**src/inc/irrx_map.vh**
```
// Constants for the infrared remote receiver decoder
`ifndef IRRX_MAP_VH
`define IRRX_MAP_VH

// ==========================================================
// Clocking
`define IRRX_CLK_HZ       20000000
`define IRRX_OSC_HZ       38000
`define IRRX_OSC_DIV      (`IRRX_CLK_HZ / `IRRX_OSC_HZ)

// ==========================================================
// Output timing, in milliseconds and in oscillator ticks
`define IRRX_SP_MS        107
`define IRRX_HOLD_MS      160
`define IRRX_SP_TICKS     ((`IRRX_SP_MS * `IRRX_OSC_HZ) / 1000)
`define IRRX_HOLD_TICKS   ((`IRRX_HOLD_MS * `IRRX_OSC_HZ) / 1000)

// ==========================================================
// Serial framing: bit and gap lengths in oscillator ticks, frame length in bits
`define IRRX_BIT_TICKS    16
`define IRRX_GAP_TICKS    64
`define IRRX_FRAME_BITS   12

// ==========================================================
// Frame bit positions after twelve shifts (first bit received is MSB)
`define IRRX_POS_HOLD     11
`define IRRX_POS_SEL1     10
`define IRRX_POS_SEL2     9
`define IRRX_POS_KEY1     8
`define IRRX_POS_KEY6     3
`define IRRX_POS_MATCH1   2
`define IRRX_POS_MATCH2   1
`define IRRX_POS_MATCH3   0

// ==========================================================
// Variants
`define IRRX_VAR_SMALL    2'h0
`define IRRX_VAR_DEP      2'h1
`define IRRX_VAR_LARGE    2'h2

`endif

```
**src/design/irrx_decoder.v**
```verilog
// Infrared remote receiver: serial frame check, code match and function outputs
//
// Behaviour
// - All timing derives from one divided oscillator tick near 38 kHz.
// - A command acts only when received match bits 1-2 equal their pins (large) or match bit 1 is high and bits 2-3 equal their pins.
// - Hold outputs stay high while matching continuous commands keep arriving.
// - Single-pulse outputs go high on a command and fall after about 107 ms.
// - Each toggle output is a flip-flop inverted on each matching command.
// - Several keys in one command drive several outputs high at once.
// - Large variant decodes 18 functions with toggles; small variant decodes 10.
// - Dependent variant clears toggle output 1 while hold output 1 or 2 is high.
// - Each command arrives twice; bitwise mismatch restarts reception.
// - Hold outputs fall about 160 ms after the last valid hold command.
`timescale 1ns/100ps
`include "irrx_map.vh"
module irrx_decoder #(
  parameter VARIANT    = `IRRX_VAR_LARGE,
  parameter OSC_DIV    = `IRRX_OSC_DIV,
  parameter BIT_TICKS  = `IRRX_BIT_TICKS,
  parameter GAP_TICKS  = `IRRX_GAP_TICKS,
  parameter SP_TICKS   = `IRRX_SP_TICKS,
  parameter HOLD_TICKS = `IRRX_HOLD_TICKS
) (
  // Clock and reset
  input  wire       clk,
  input  wire       resetn,
  // Demodulated serial command
  input  wire       rx_in,
  // Match-code pins
  input  wire       match_bit_one,
  input  wire       match_bit_two,
  input  wire       match_bit_three,
  // Function outputs
  output reg  [5:0] hold_function_out,
  output reg  [9:0] single_pulse_out,
  output reg  [1:0] toggle_function_out
);

  // ==========================================================
  // Local constants
  localparam [1:0]  ST_IDLE  = 2'h0;
  localparam [1:0]  ST_START = 2'h1;
  localparam [1:0]  ST_DATA  = 2'h2;
  // Whole-number forms first, then cut to the counter widths on purpose
  localparam integer DIV_LAST_I = OSC_DIV - 1;
  localparam integer BIT_LAST_I = BIT_TICKS - 1;
  localparam integer HALF_BIT_I = BIT_TICKS / 2 - 1;
  localparam integer GAP_MAX_I  = GAP_TICKS;
  localparam integer LAST_BIT_I = `IRRX_FRAME_BITS - 1;
  localparam integer SP_T_I     = SP_TICKS;
  localparam integer HOLD_T_I   = HOLD_TICKS;
  localparam [9:0]  DIV_LAST = DIV_LAST_I[9:0];
  localparam [7:0]  BIT_LAST = BIT_LAST_I[7:0];
  localparam [7:0]  HALF_BIT = HALF_BIT_I[7:0];
  localparam [7:0]  GAP_MAX  = GAP_MAX_I[7:0];
  localparam [3:0]  LAST_BIT = LAST_BIT_I[3:0];
  localparam [12:0] SP_T     = SP_T_I[12:0];
  localparam [12:0] HOLD_T   = HOLD_T_I[12:0];
  localparam        IS_LARGE = (VARIANT == `IRRX_VAR_LARGE);
  localparam        IS_DEP   = (VARIANT == `IRRX_VAR_DEP);
  localparam [5:0]  HOLD_MSK = IS_LARGE ? 6'h3F : 6'h1F;
  localparam [5:0]  SEL1_MSK = IS_LARGE ? 6'h3F : (IS_DEP ? 6'h07 : 6'h1F);
  localparam [3:0]  SEL2_MSK = IS_LARGE ? 4'hF : 4'h0;
  localparam [1:0]  TGL_MSK  = (IS_LARGE || IS_DEP) ? 2'h3 : 2'h0;

  // ==========================================================
  // Oscillator tick
  reg [9:0] div_ff;
  reg       tick_ff;

  always @(posedge clk or negedge resetn) begin
    if (!resetn) begin
      div_ff  <= 10'h000;
      tick_ff <= 1'b0;
    end else if (div_ff == DIV_LAST) begin
      div_ff  <= 10'h000;
      tick_ff <= 1'b1;
    end else begin
      div_ff  <= div_ff + 10'h001;
      tick_ff <= 1'b0;
    end
  end

  // ==========================================================
  // Input synchronisers
  reg       rx_s1_ff;
  reg       rx_s2_ff;
  reg       rx_prev_ff;
  reg [2:0] mt_s1_ff;
  reg [2:0] mt_s2_ff;

  always @(posedge clk or negedge resetn) begin
    if (!resetn) begin
      rx_s1_ff   <= 1'b0;
      rx_s2_ff   <= 1'b0;
      rx_prev_ff <= 1'b0;
      mt_s1_ff   <= 3'h0;
      mt_s2_ff   <= 3'h0;
    end else begin
      rx_s1_ff   <= rx_in;
      rx_s2_ff   <= rx_s1_ff;
      rx_prev_ff <= rx_s2_ff;
      mt_s1_ff   <= {match_bit_one, match_bit_two, match_bit_three};
      mt_s2_ff   <= mt_s1_ff;
    end
  end

  // ==========================================================
  // Frame reception
  reg  [1:0]  st_ff;
  reg  [7:0]  cnt_ff;
  reg  [3:0]  bitn_ff;
  reg         pass_ff;
  reg  [7:0]  gap_ff;
  reg         done_ff;
  wire        sample = tick_ff && (cnt_ff == 8'h00);
  wire        shift_en = (st_ff == ST_DATA) && sample;
  wire [11:0] frame;
  wire        old_bit;

  irrx_shift #(
    .WIDTH    (`IRRX_FRAME_BITS)
  ) u_shift (
    .clk      (clk),
    .resetn   (resetn),
    .shift_en (shift_en),
    .din      (rx_s2_ff),
    .q        (frame),
    .dout     (old_bit)
  );

  always @(posedge clk or negedge resetn) begin
    if (!resetn) begin
      st_ff   <= ST_IDLE;
      cnt_ff  <= 8'h00;
      bitn_ff <= 4'h0;
      pass_ff <= 1'b0;
      gap_ff  <= 8'h00;
      done_ff <= 1'b0;
    end else begin
      done_ff <= 1'b0;
      if (tick_ff && cnt_ff != 8'h00) begin
        cnt_ff <= cnt_ff - 8'h01;
      end
      case (st_ff)
        ST_IDLE: begin
          if (rx_s2_ff && !rx_prev_ff) begin
            st_ff  <= ST_START;
            cnt_ff <= HALF_BIT;
            gap_ff <= 8'h00;
          end else if (pass_ff && tick_ff) begin
            // A lone first frame must not pair with a later, unrelated one
            if (gap_ff == GAP_MAX) begin
              pass_ff <= 1'b0;
            end else begin
              gap_ff <= gap_ff + 8'h01;
            end
          end
        end
        ST_START: begin
          if (sample) begin
            if (rx_s2_ff) begin
              st_ff   <= ST_DATA;
              cnt_ff  <= BIT_LAST;
              bitn_ff <= 4'h0;
            end else begin
              st_ff <= ST_IDLE;
            end
          end
        end
        ST_DATA: begin
          if (sample) begin
            cnt_ff <= BIT_LAST;
            if (pass_ff && (rx_s2_ff != old_bit)) begin
              pass_ff <= 1'b0;
              st_ff   <= ST_IDLE;
            end else if (bitn_ff == LAST_BIT) begin
              st_ff   <= ST_IDLE;
              pass_ff <= ~pass_ff;
              done_ff <= pass_ff;
            end else begin
              bitn_ff <= bitn_ff + 4'h1;
            end
          end
        end
        default: begin
          st_ff <= ST_IDLE;
        end
      endcase
    end
  end

  // ==========================================================
  // Code check and command decode
  wire       code_ok = IS_LARGE ?
    ((frame[`IRRX_POS_MATCH1] == mt_s2_ff[2]) &&
     (frame[`IRRX_POS_MATCH2] == mt_s2_ff[1])) :
    (frame[`IRRX_POS_MATCH1] &&
     (frame[`IRRX_POS_MATCH2] == mt_s2_ff[1]) &&
     (frame[`IRRX_POS_MATCH3] == mt_s2_ff[0]));
  wire       strobe  = done_ff && code_ok;
  wire [5:0] keys    = frame[`IRRX_POS_KEY1:`IRRX_POS_KEY6];
  wire [5:0] key_vec;
  wire       sel_h   = frame[`IRRX_POS_HOLD];
  wire       sel_1   = frame[`IRRX_POS_SEL1];
  wire       sel_2   = frame[`IRRX_POS_SEL2];

  // Key one is the first key bit received, so reverse the order
  genvar gi;
  generate
    for (gi = 0; gi < 6; gi = gi + 1) begin : g_key
      assign key_vec[gi] = keys[5-gi];
    end
  endgenerate

  // Several key bits in one frame drive several outputs together
  wire [5:0] new_hold = (sel_h && !sel_1 && !sel_2) ? (key_vec & HOLD_MSK) : 6'h00;
  wire [9:0] new_sp   = {((!sel_h && !sel_1 && sel_2) ? (key_vec[3:0] & SEL2_MSK) : 4'h0),
                         ((!sel_h && sel_1 && !sel_2) ? (key_vec & SEL1_MSK) : 6'h00)};
  wire [1:0] new_tgl  = (!sel_h && !sel_1 && sel_2) ? (key_vec[5:4] & TGL_MSK) : 2'h0;

  // ==========================================================
  // Function outputs
  reg [12:0] hold_tmr_ff;
  reg [12:0] sp_tmr_ff;

  always @(posedge clk or negedge resetn) begin
    if (!resetn) begin
      hold_function_out <= 6'h00;
      hold_tmr_ff       <= 13'h0000;
    end else if (strobe && new_hold != 6'h00) begin
      hold_function_out <= new_hold;
      hold_tmr_ff       <= HOLD_T;
    end else if (tick_ff && hold_tmr_ff != 13'h0000) begin
      hold_tmr_ff <= hold_tmr_ff - 13'h0001;
      if (hold_tmr_ff == 13'h0001) begin
        hold_function_out <= 6'h00;
      end
    end
  end

  // One shared pulse timer; a new single-shot command restarts it
  always @(posedge clk or negedge resetn) begin
    if (!resetn) begin
      single_pulse_out <= 10'h000;
      sp_tmr_ff        <= 13'h0000;
    end else if (strobe && new_sp != 10'h000) begin
      single_pulse_out <= single_pulse_out | new_sp;
      sp_tmr_ff        <= SP_T;
    end else if (tick_ff && sp_tmr_ff != 13'h0000) begin
      sp_tmr_ff <= sp_tmr_ff - 13'h0001;
      if (sp_tmr_ff == 13'h0001) begin
        single_pulse_out <= 10'h000;
      end
    end
  end

  always @(posedge clk or negedge resetn) begin
    if (!resetn) begin
      toggle_function_out <= 2'h0;
    end else begin
      if (IS_DEP && (hold_function_out[0] || hold_function_out[1])) begin
        toggle_function_out <= {toggle_function_out[1] ^ (strobe & new_tgl[1]), 1'b0};
      end else if (strobe) begin
        toggle_function_out <= toggle_function_out ^ new_tgl;
      end
    end
  end

endmodule // irrx_decoder

```
**src/design/irrx_shift.v**
```verilog
// Twelve-bit frame shift register used for the double-frame check
`timescale 1ns/100ps
module irrx_shift #(
  parameter WIDTH = 12
) (
  // Clock and reset
  input  wire             clk,
  input  wire             resetn,
  // Shift control
  input  wire             shift_en,
  input  wire             din,
  // Contents
  output wire [WIDTH-1:0] q,
  output wire             dout
);

  reg [WIDTH-1:0] sr_ff;

  always @(posedge clk or negedge resetn) begin
    if (!resetn) begin
      sr_ff <= {WIDTH{1'b0}};
    end else if (shift_en) begin
      sr_ff <= {sr_ff[WIDTH-2:0], din};
    end
  end

  assign q    = sr_ff;
  // Oldest bit, pushed out by the next shift
  assign dout = sr_ff[WIDTH-1];

endmodule // irrx_shift

```
**config.mk**
```make
export PLATFORM = sky130hd
export DESIGN_NAME = irrx_decoder
export DESIGN_NICKNAME = d
export VERILOG_FILES = /design/src/design/irrx_decoder.v /design/src/design/irrx_shift.v
export VERILOG_INCLUDE_DIRS = /design/src /design/src/inc
export SDC_FILE = /design/constraint.sdc
export NUM_CORES = 1
export LEC_CHECK = 0
export BUFFER_PORTS_ARGS = -buffer_cell sky130_fd_sc_hd__buf_2
export CORE_AREA = 2 2 128 99
export DETAILED_ROUTE_END_ITERATION = 10
export DIE_AREA = 0 0 130 101
export PLACE_DENSITY = 0.54
export SETUP_SLACK_MARGIN = 0.3
export SLEW_MARGIN = 10
export SYNTH_ARGS = -nofsm -noshare
export SYNTH_HDL_FRONTEND = slang
export SYNTH_SLANG_ARGS = --single-unit
```
**constraint.sdc**
```tcl
create_clock -name clk -period 2.81 [get_ports clk]
set_input_delay 0.843 -clock clk [delete_from_list [all_inputs] [get_ports clk]]
set_output_delay 0.843 -clock clk [all_outputs]
set_load 0.05 [all_outputs]
```
==> results of run 1 <==
==> sequential cells by signal (all words and copies together), names as in the netlist <==
name / count
pass_ff: 1
single_pulse_out: 10
toggle_function_out: 2
div_ff: 10
done_ff: 1
mt_s1_ff: 2
bitn_ff: 4
tick_ff: 1
rx_prev_ff: 1
hold_tmr_ff: 13
sp_tmr_ff: 13
u_shift.q: 12
rx_s2_ff: 1
hold_function_out: 6
st_ff: 2
rx_s1_ff: 1
gap_ff: 8
cnt_ff: 8
mt_s2_ff: 2
==> cells in the final DEF (no fill, tap or decap), types with 4 or more instances in the layout <==
cell	count
xor2_1	15
nand2_1	45
inv_1	13
nand4_1	7
nor3_1	15
buf_4	13
nand2b_1	4
nor2b_1	4
clkbuf_16	9
nor3b_1	4
and3_1	8
a211o_1	5
xnor2_1	25
dfrtp_1	98
nor2_1	51
nand3_1	20
and2_1	4
ha_1	10
o21ai_0	8
or4_1	4
mux2_2	11
buf_2	21
a21oi_1	23
nor4_1	6
==> metrics by stage <==
stage / instances / utilization [%] / area [µm²]
3_5_place_dp: 636 / 42.0 / 5030
2_1_floorplan: 447 / - / 4650
6_report: 652 / 44.5 / 5320
3_3_place_gp: 636 / 42.0 / 5030
4_1_cts: 652 / 44.5 / 5320
5_1_grt: 652 / 44.5 / 5320
==> critical path: stages, from the launching register on <==
cell and delay [ns]:
dfrtp_1 0.40, inv_1 0.09, ha_1 0.22, nor4b_2 0.23, buf_4 0.18, and3_1 0.18
nand2_1 0.17, buf_4 0.24, a22o_1 0.20, a21o_1 0.17
==> power groups by stage <==
stage               clock network [W]  logic (W)  registers [W]
floorplan                           0  0.0000332        0.00146
global placement                    0  0.0000773        0.00146
detailed placement                  0  0.0000784        0.00146
CTS                           0.00126  0.0000774        0.00144
global route                  0.00130  0.0000879        0.00144
finish                        0.00121  0.0000740        0.00144
==> layer usage <==
metal	routed length (µm)	share of wire, %
met5	0	0
met4	50	0.56
met3	292	3.2
met2	3940	44
met1	4710	52
==> cells by family after synthesis <==
group	count (synthesis)
AOI/OAI and AO/OA	66
xor gates and xnor gates	40
adders and majority gates	10
buffers and inverters	25
DFF	98
muxes	13
and+or+nand+nor	195
==> cell type report <==
class / count / area, µm² / share of cell area, %
timing repair buffer: 35 / 223 / 4.19
sequential: 98 / 2450 / 46.1
clock inverter: 5 / 42.5 / 0.799
inverter: 13 / 48.8 / 0.917
multi-input combinational: 324 / 2090 / 39.4
clock buffer: 11 / 253 / 4.75
tap: 166 / 208 / 3.90
==> worst max-delay path by stage <==
stage | startpoint | end | slack [ns] | depth (start not counted)
after floorplan | cnt_ff[0] | pass_ff | 0.77 | 9
after global placement | hold_tmr_ff[3] | hold_function_out[1] | 0.70 | 4
after detailed placement | cnt_ff[0] | pass_ff | 0.65 | 9
after CTS | cnt_ff[0] | pass_ff | 0.63 | 9
after global routing | cnt_ff[0] | pass_ff | 0.46 | 9
final | cnt_ff[0] | pass_ff | 0.63 | 9
==> results.cfg, run 1 <==
[hold_path]
min_path_cells = 0
hp-start = rx_s1_ff
hold_path_end = rx_s2_ff
min-delay-path-class = reg2reg

[synthesis]
synth_edf_count = 0
synth-async-reset-ratio_pct = 100
synth_cells = 447
synthSimpleGateAreaFrac_pct = 22.0
yosysTopAreaCell = dfrtp_1
yosysTopAreaCellShare_pct = 52.7
syn_area_um2 = 4650
synth-xor-area-share_pct = 7.53
synth_compound_area_share_pct = 9.69
syn_area_per_cell_um2 = 10.4
synth_top_family_by_area = simple AND/OR/NAND/NOR gates
synth_area_leaders = dfrtp_1 53%, xnor2_1 4.7%, nor2_1 4.1%
yosysMostFrequentCell = dfrtp_1
synth-seq-area-share_pct = 52.7
synthAdderAreaFrac_pct = 2.69
synth_seq_cells = 98
syn_nets = 463
synthFlopType = dfrtp_1
yosysWarnings = 0
synthMuxAreaShare_pct = 3.12
netlist_top_cells_count = 98 x dfrtp_1, 51 x nor2_1, 45 x nand2_1
yosysUniqueCellTypes = 59

[grt]
grt_start_max_net_pins = 41
grtUsageMet1_pct = 21.1
gr-usage-met3_pct = 3.66
grt-busiest-layer = met2
grt-ovfl-total = 0
grt_usage_pct = 14.8
grt_pass1_wl_mm = 15.5
antenna_found_initial = 0
grt_pass1_vias = 3235
use_met2_pct = 22.6

[die]
io_pins = 24
die_w_um = 130
initial_core_util_pct = 38.9
dieArea_um2 = 13100
die_h_um = 101
rows = 35
core_area_um2 = 12000

[timing]
drv_slew = 0
fin_crit_sh_pct = 77.4
setup_violations = 0
timing.fmax_mhz = 460
finalSetupTns_ns = 0
period_minus_slack_ns = 2.18
hold_ws_ns = 0.350
rsz0062_at_grt = no
final_hold_viol_count = 0
setup_ws_ns = 0.634
tightest_slew_ns = 0.632
skew_ns = 0.00818
slew_headroom_pct = 57.7

[worst_setup_path]
cp_max_fo = 9
r2r-end = pass_ff
criticalPathCategory = reg2reg
arrival_ns = 2.41
worstSetupStartpointType = register
r2r_start = cnt_ff[0]
r2r_setup_slack_ns = 0.63
ff2ff_path_depth = 9
cp-end-kind = register
required_ns = 3.04

[clock_network]
clk_pin_slew_worst_paths_ns = 0.07
cts.repair.resized = 0
cts_tree = done
worstSkewPairLatency_ns = 0.34
cts_buffers = 9
cts_hold_buf = 0
cts_sinks = 98
htreeDepth = 3
cts_max_path_buffers = 2
cts_root_buffer = clkbuf_16
postCtsSetupRepairBufs = 0

[route]
antenna_left = 0
drtIter0Drc = 175
via_count = 3338
drc_errors = 0
via_per_inst = 5.12
wl_per_cell_um = 13.8
routed_wl_mm = 8.99
drt_first_pass_iters = 5

[power_and_ir_drop]
p_clk_share_pct = 44.5
leakagePower_nw = 2.58
intPower_w = 0.00211
vdd_drop_max_mv = 0.269
p_per_area_nw_per_um2 = 511
seq_power_share_pct = 52.8
switchingPower_w = 0.000610
p_sw_share_pct = 22.4
total_power_w = 0.00272
pwr-share-comb_pct = 2.7

[placement]
dpl.hpwl_mm = 6.21
place_ws_ns = 0.653
gp_congestion = 0.756
port_buffers = 22

[run_status]
outcome = complete, no violations

[final_layout]
nets = 497
fillCellCount = 1136
antennaDiodeCount = 0
syn2layout_area_growth_pct = 14.4
drive_gt1_share_pct = 15.2

[job]
drv_cap = 0
No activity file was read; power rests on OpenSTA's default activity.
==> run 2: changes to the inputs <==
- PLACE_DENSITY: 0.54 -> 0.56
- clock period: 2.81 -> 1.95 ns (I/O delays scaled with it)
==> results.cfg, run 2 (synthesized netlist as in run 1, its figures left out) <==
[run_status]
outcome = complete, no violations

[job]
drv_cap = 0

[worst_setup_path]
required_ns = 2.19
critPathMaxStageDelay_ns = 0.57
cp_max_fo = 6
r2r-end = hold_function_out[4]
r2r_setup_slack_ns = 0.07
cp_cell_sequence = or4_4 -> nor4_4 -> buf_6 -> nand4b_4 -> a32o_1
cp-end-kind = register
criticalPathCategory = reg2reg
r2r_start = hold_tmr_ff[8]
ff2ff_path_depth = 5
worstSetupStartpointType = register
cp_top_family = simple AND/OR/NAND/NOR gates
slowest_stage = or4_4
arrival_ns = 2.12
crit_buf_inv = 1

[final_layout]
antennaDiodeCount = 0
design_area_um2 = 6440
ff_latch_area_um2 = 2460
layout_commonest_cell = dfrtp_1
syn2layout_area_growth_pct = 38.6
nets = 553
drive_gt1_share_pct = 40.8
layout_common_cells = 92 x dfrtp_1, 55 x buf_4, 37 x nand2_1, 35 x nor2_1, 21 x buf_2
fillCellCount = 996
multi_input_area_um2 = 2700

[die]
die_w_um = 130
core_area_um2 = 12000
rows = 35
initial_core_util_pct = 38.9
io_pins = 24
die_h_um = 101
dieArea_um2 = 13100

[timing]
fin_crit_sh_pct = 96.4
drv_slew = 0
tightest_slew_ns = 0.480
skew_ns = 0.00738
rsz0062_at_grt = yes
slew_headroom_pct = 67.9
timing.fmax_mhz = 532
final_hold_viol_count = 0
finalSetupTns_ns = 0
period_minus_slack_ns = 1.88
setup_violations = 0

[route]
drc_errors = 0
via_count = 3671
via_per_inst = 5.19
wl_per_cell_um = 15.0
routed_wl_mm = 10.6
antenna_left = 0
drt_first_pass_iters = 4
drtIter0Drc = 230

[placement]
gp_congestion = 0.788
dpl.hpwl_mm = 6.46
port_buffers = 22
place_area_um2 = 5270

[grt]
grt_usage_pct = 17.1
grt_start_max_net_pins = 41
antenna_found_initial = 0
grt_pass1_vias = 3576
grt_pass1_wl_mm = 17.6
grt-ovfl-total = 0

[clock_network]
clk_pin_slew_worst_paths_ns = 0.07
htreeDepth = 3
cts_max_path_buffers = 2
cts_hold_buf = 0
cts_sinks = 98
cts_buffers = 9
cts_tree = done
worstSkewPairLatency_ns = 0.35
cts_root_buffer = clkbuf_16

[power_and_ir_drop]
vdd_drop_max_mv = 0.510
leakagePower_nw = 3.02
p_per_area_nw_per_um2 = 622

[hold_path]
min-delay-path-class = in2async
[run 2: area by class of cell]
class,instances,share of cell area [%]
clock inverters,6,0.912
multi-input cells,324,41.9
inverters,13,0.757
flip-flops and latches,98,38.2
repair buffers,91,11.4
well taps,166,3.22
clock buffers,10,3.71
[run 2: worst register-to-register path: stages, from the launching register on]
cell	delay, ns
dfrtp_1	0.38
or4_4	0.57
nor4_4	0.23
buf_6	0.17
nand4b_4	0.15
a32o_1	0.28
[run 2: repair_timing]
item / in CTS / in global routing
gates cloned: 1 / 1
buffers inserted: 15 / 23
pin swaps: 36 / 36
resized for setup: 55 / 69
setup endpoints to repair: 63 / 71
[run 2: per-stage QoR]
| stage | utilization [%] | setup slack (ns) | power (W) | hold slack, ns | cells |
|---|---|---|---|---|---|
| 2_1_floorplan | - | 0.0143 | 0.00216 | 0.289 | 447 |
| 3_3_place_gp | 44.1 | 0.0518 | 0.00223 | 0.335 | 652 |
| 3_5_place_dp | 44.1 | 0.00819 | 0.00224 | 0.337 | 652 |
| 4_1_cts | 49.8 | 0.0922 | 0.00406 | 0.166 | 684 |
| 5_1_grt | 53.9 | 0.0112 | 0.00418 | 0.180 | 708 |
| 6_report | 53.9 | 0.0698 | 0.00401 | 0.154 | 708 |
[run 2: worst max path at each step]
stage                              start                    to  slack [ns]  depth (start not counted)
after floorplan           hold_tmr_ff[3]  hold_function_out[1]        0.01                          5
after detailed placement       cnt_ff[0]         u_shift.q[11]       0.008                          7
after global routing      hold_tmr_ff[8]  hold_function_out[0]        0.01                          5
after global placement    hold_tmr_ff[5]  hold_function_out[4]        0.05                          5
after CTS                 hold_tmr_ff[8]  hold_function_out[0]        0.09                          5
final                     hold_tmr_ff[8]  hold_function_out[4]        0.07                          5
[run 2: per-layer routing]
metal	track usage (%)	vias to the layer above	routed length, µm
met5	0	-	0
met4	4.47	0	107
met3	4.09	9	301
met2	26.9	43	5100
met1	23.9	1852	5100
li1	-	1767	-
[run 2: power by group]
group          internal [W]  switching, W  leakage, nW
registers           0.00205     0.0000144         1.31
clock network      0.000932      0.000834        0.145
logic             0.0000822     0.0000972         1.57
==> run 3: changes to the inputs <==
- CELL_PAD_IN_SITES_DETAIL_PLACEMENT: not set -> 0
- CELL_PAD_IN_SITES_GLOBAL_PLACEMENT: not set -> 1
- PLACE_DENSITY: 0.56 -> 0.68
==> results.cfg, run 3 (synthesized netlist as in run 1, its figures left out) <==
[run_status]
outcome = complete, no violations

[die]
die_h_um = 101
rows = 35
initial_core_util_pct = 38.9
die_w_um = 130
dieArea_um2 = 13100
io_pins = 24
core_area_um2 = 12000

[final_layout]
layout_common_cells = 92 x dfrtp_1, 51 x buf_4, 40 x nor2_1, 37 x nand2_1, 21 x buf_2
fillCellCount = 1026
antennaDiodeCount = 0
layout_commonest_cell = dfrtp_1
drive_gt1_share_pct = 40.5
nets = 557
syn2layout_area_growth_pct = 39.3
final_cells = 712

[route]
wl_per_cell_um = 14.9
via_count = 3664
drc_errors = 0
drtIter0Drc = 157
antenna_left = 0
routed_wl_mm = 10.6
via_per_inst = 5.15
drt_first_pass_iters = 4

[worst_setup_path]
cp-end-kind = register
slowest_stage = or4_4
criticalPathCategory = reg2reg
cp_cell_sequence = or4_4 -> nor4_4 -> buf_6 -> nand4b_4 -> a32o_1
critPathMaxStageDelay_ns = 0.56
cp-startpoint = hold_tmr_ff[8]
cp_max_fo = 6
arrival_ns = 2.08
r2r_start = hold_tmr_ff[8]
required_ns = 2.19
worstSetupStartpointType = register

[timing]
setup_violations = 0
rsz0062_at_grt = yes
timing.fmax_mhz = 544
drv_slew = 0
slew_headroom_pct = 72.7
finalSetupTns_ns = 0
period_minus_slack_ns = 1.84
hold_ws_ns = 0.156
tightest_slew_ns = 0.405
fin_crit_sh_pct = 94.3
skew_ns = 0.0106
final_hold_viol_count = 0

[grt]
grt_pass1_vias = 3597
antenna_found_initial = 0
grt_start_max_net_pins = 41
grt_pass1_wl_mm = 17.7
grt_usage_pct = 17.3
grt-ovfl-total = 0

[job]
drv_cap = 0

[placement]
gp_congestion = 0.751
port_buffers = 22
dpl.cell_count = 649
dpl.hpwl_mm = 6.56

[clock_network]
clk_pin_slew_worst_paths_ns = 0.07
cts_hold_buf = 0
cts_sinks = 98
cts_max_path_buffers = 2
htreeDepth = 3
cts_tree = done
cts_buffers = 9
cts_root_buffer = clkbuf_16
worstSkewPairLatency_ns = 0.35

[power_and_ir_drop]
p_per_area_nw_per_um2 = 619
vdd_drop_max_mv = 0.537
leakagePower_nw = 3.08

[hold_path]
min-delay-path-class = in2async
run 3: changes by cell type in the layout (fill, tap and decap cells not counted), sizes merged:
cell	before	now
buf	91	95
inv	16	17
clkinvlp	1	0
run 3: area by class of cell:
class,instances,area [µm²],area share [%]
Clock inverter,6,57.6,0.889
Timing Repair Buffer,95,816,12.6
Sequential cell,98,2460,38.0
Inverter,13,48.8,0.753
Tap cell,166,208,3.21
Multi-Input combinational cell,324,2650,40.9
Clock buffer,10,239,3.69
run 3: through the flow:
stage                     setup slack, ns  util [%]  area, µm²  total power, W
after detailed placement           0.0218      43.9       5250         0.00223
final                               0.110      54.2       6480         0.00401
after floorplan                    0.0143         -       4770         0.00216
after CTS                           0.102      51.3       6130         0.00405
after global routing               0.0291      54.2       6480         0.00417
after global placement             0.0251      43.9       5250         0.00223
run 3: layer usage:
metal / vias to the layer above / part of all wire [%] / global-route usage (%)
met3: 12 / 3.1 / 4.51
met5: - / 0 / 0
met4: 0 / 1.1 / 4.96
li1: 1774 / - / -
met1: 1818 / 49 / 24.3
met2: 60 / 47 / 26.7
run 3: final timing paths:
path,endpoint,slack (ns),cells after the start
setup / recovery,hold_function_out[4],0.11,5
hold / removal,gap_ff[3],0.16,1
setup reg to reg,hold_function_out[4],0.11,5
hold reg to reg,mt_s2_ff[1],0.35,0
max in group asynchronous,u_shift.q[9],1.24,2
min in group clk,mt_s1_ff[1],0.33,1
run 3: power by group:
| part | total (W) | internal, W | switching [W] |
|---|---|---|---|
| logic | 0.000176 | 0.0000793 | 0.0000964 |
| clock network | 0.00177 | 0.000932 | 0.000837 |
| registers | 0.00207 | 0.00205 | 0.0000146 |
| total | 0.00401 | 0.00306 | 0.000948 |
run 3: critical path, delay by kind of cell (launching register included):
| family | cells | cell delay [ns] |
|---|---|---|
| AND/OR/NAND/NOR | 3 | 0.93 |
| AO/OA/AOI/OAI | 1 | 0.25 |
| buffers and inverters | 1 | 0.16 |
| flip-flops | 1 | 0.39 |
run 3: what timing repair did:
action                                  4_1_cts  5_1_grt
cloned                                        1        0
buffers inserted                             33       13
endpoints found under the hold margin         0        0
endpoints found under the setup margin       64       72
pin swaps                                    33       27
resized for setup                            64       53
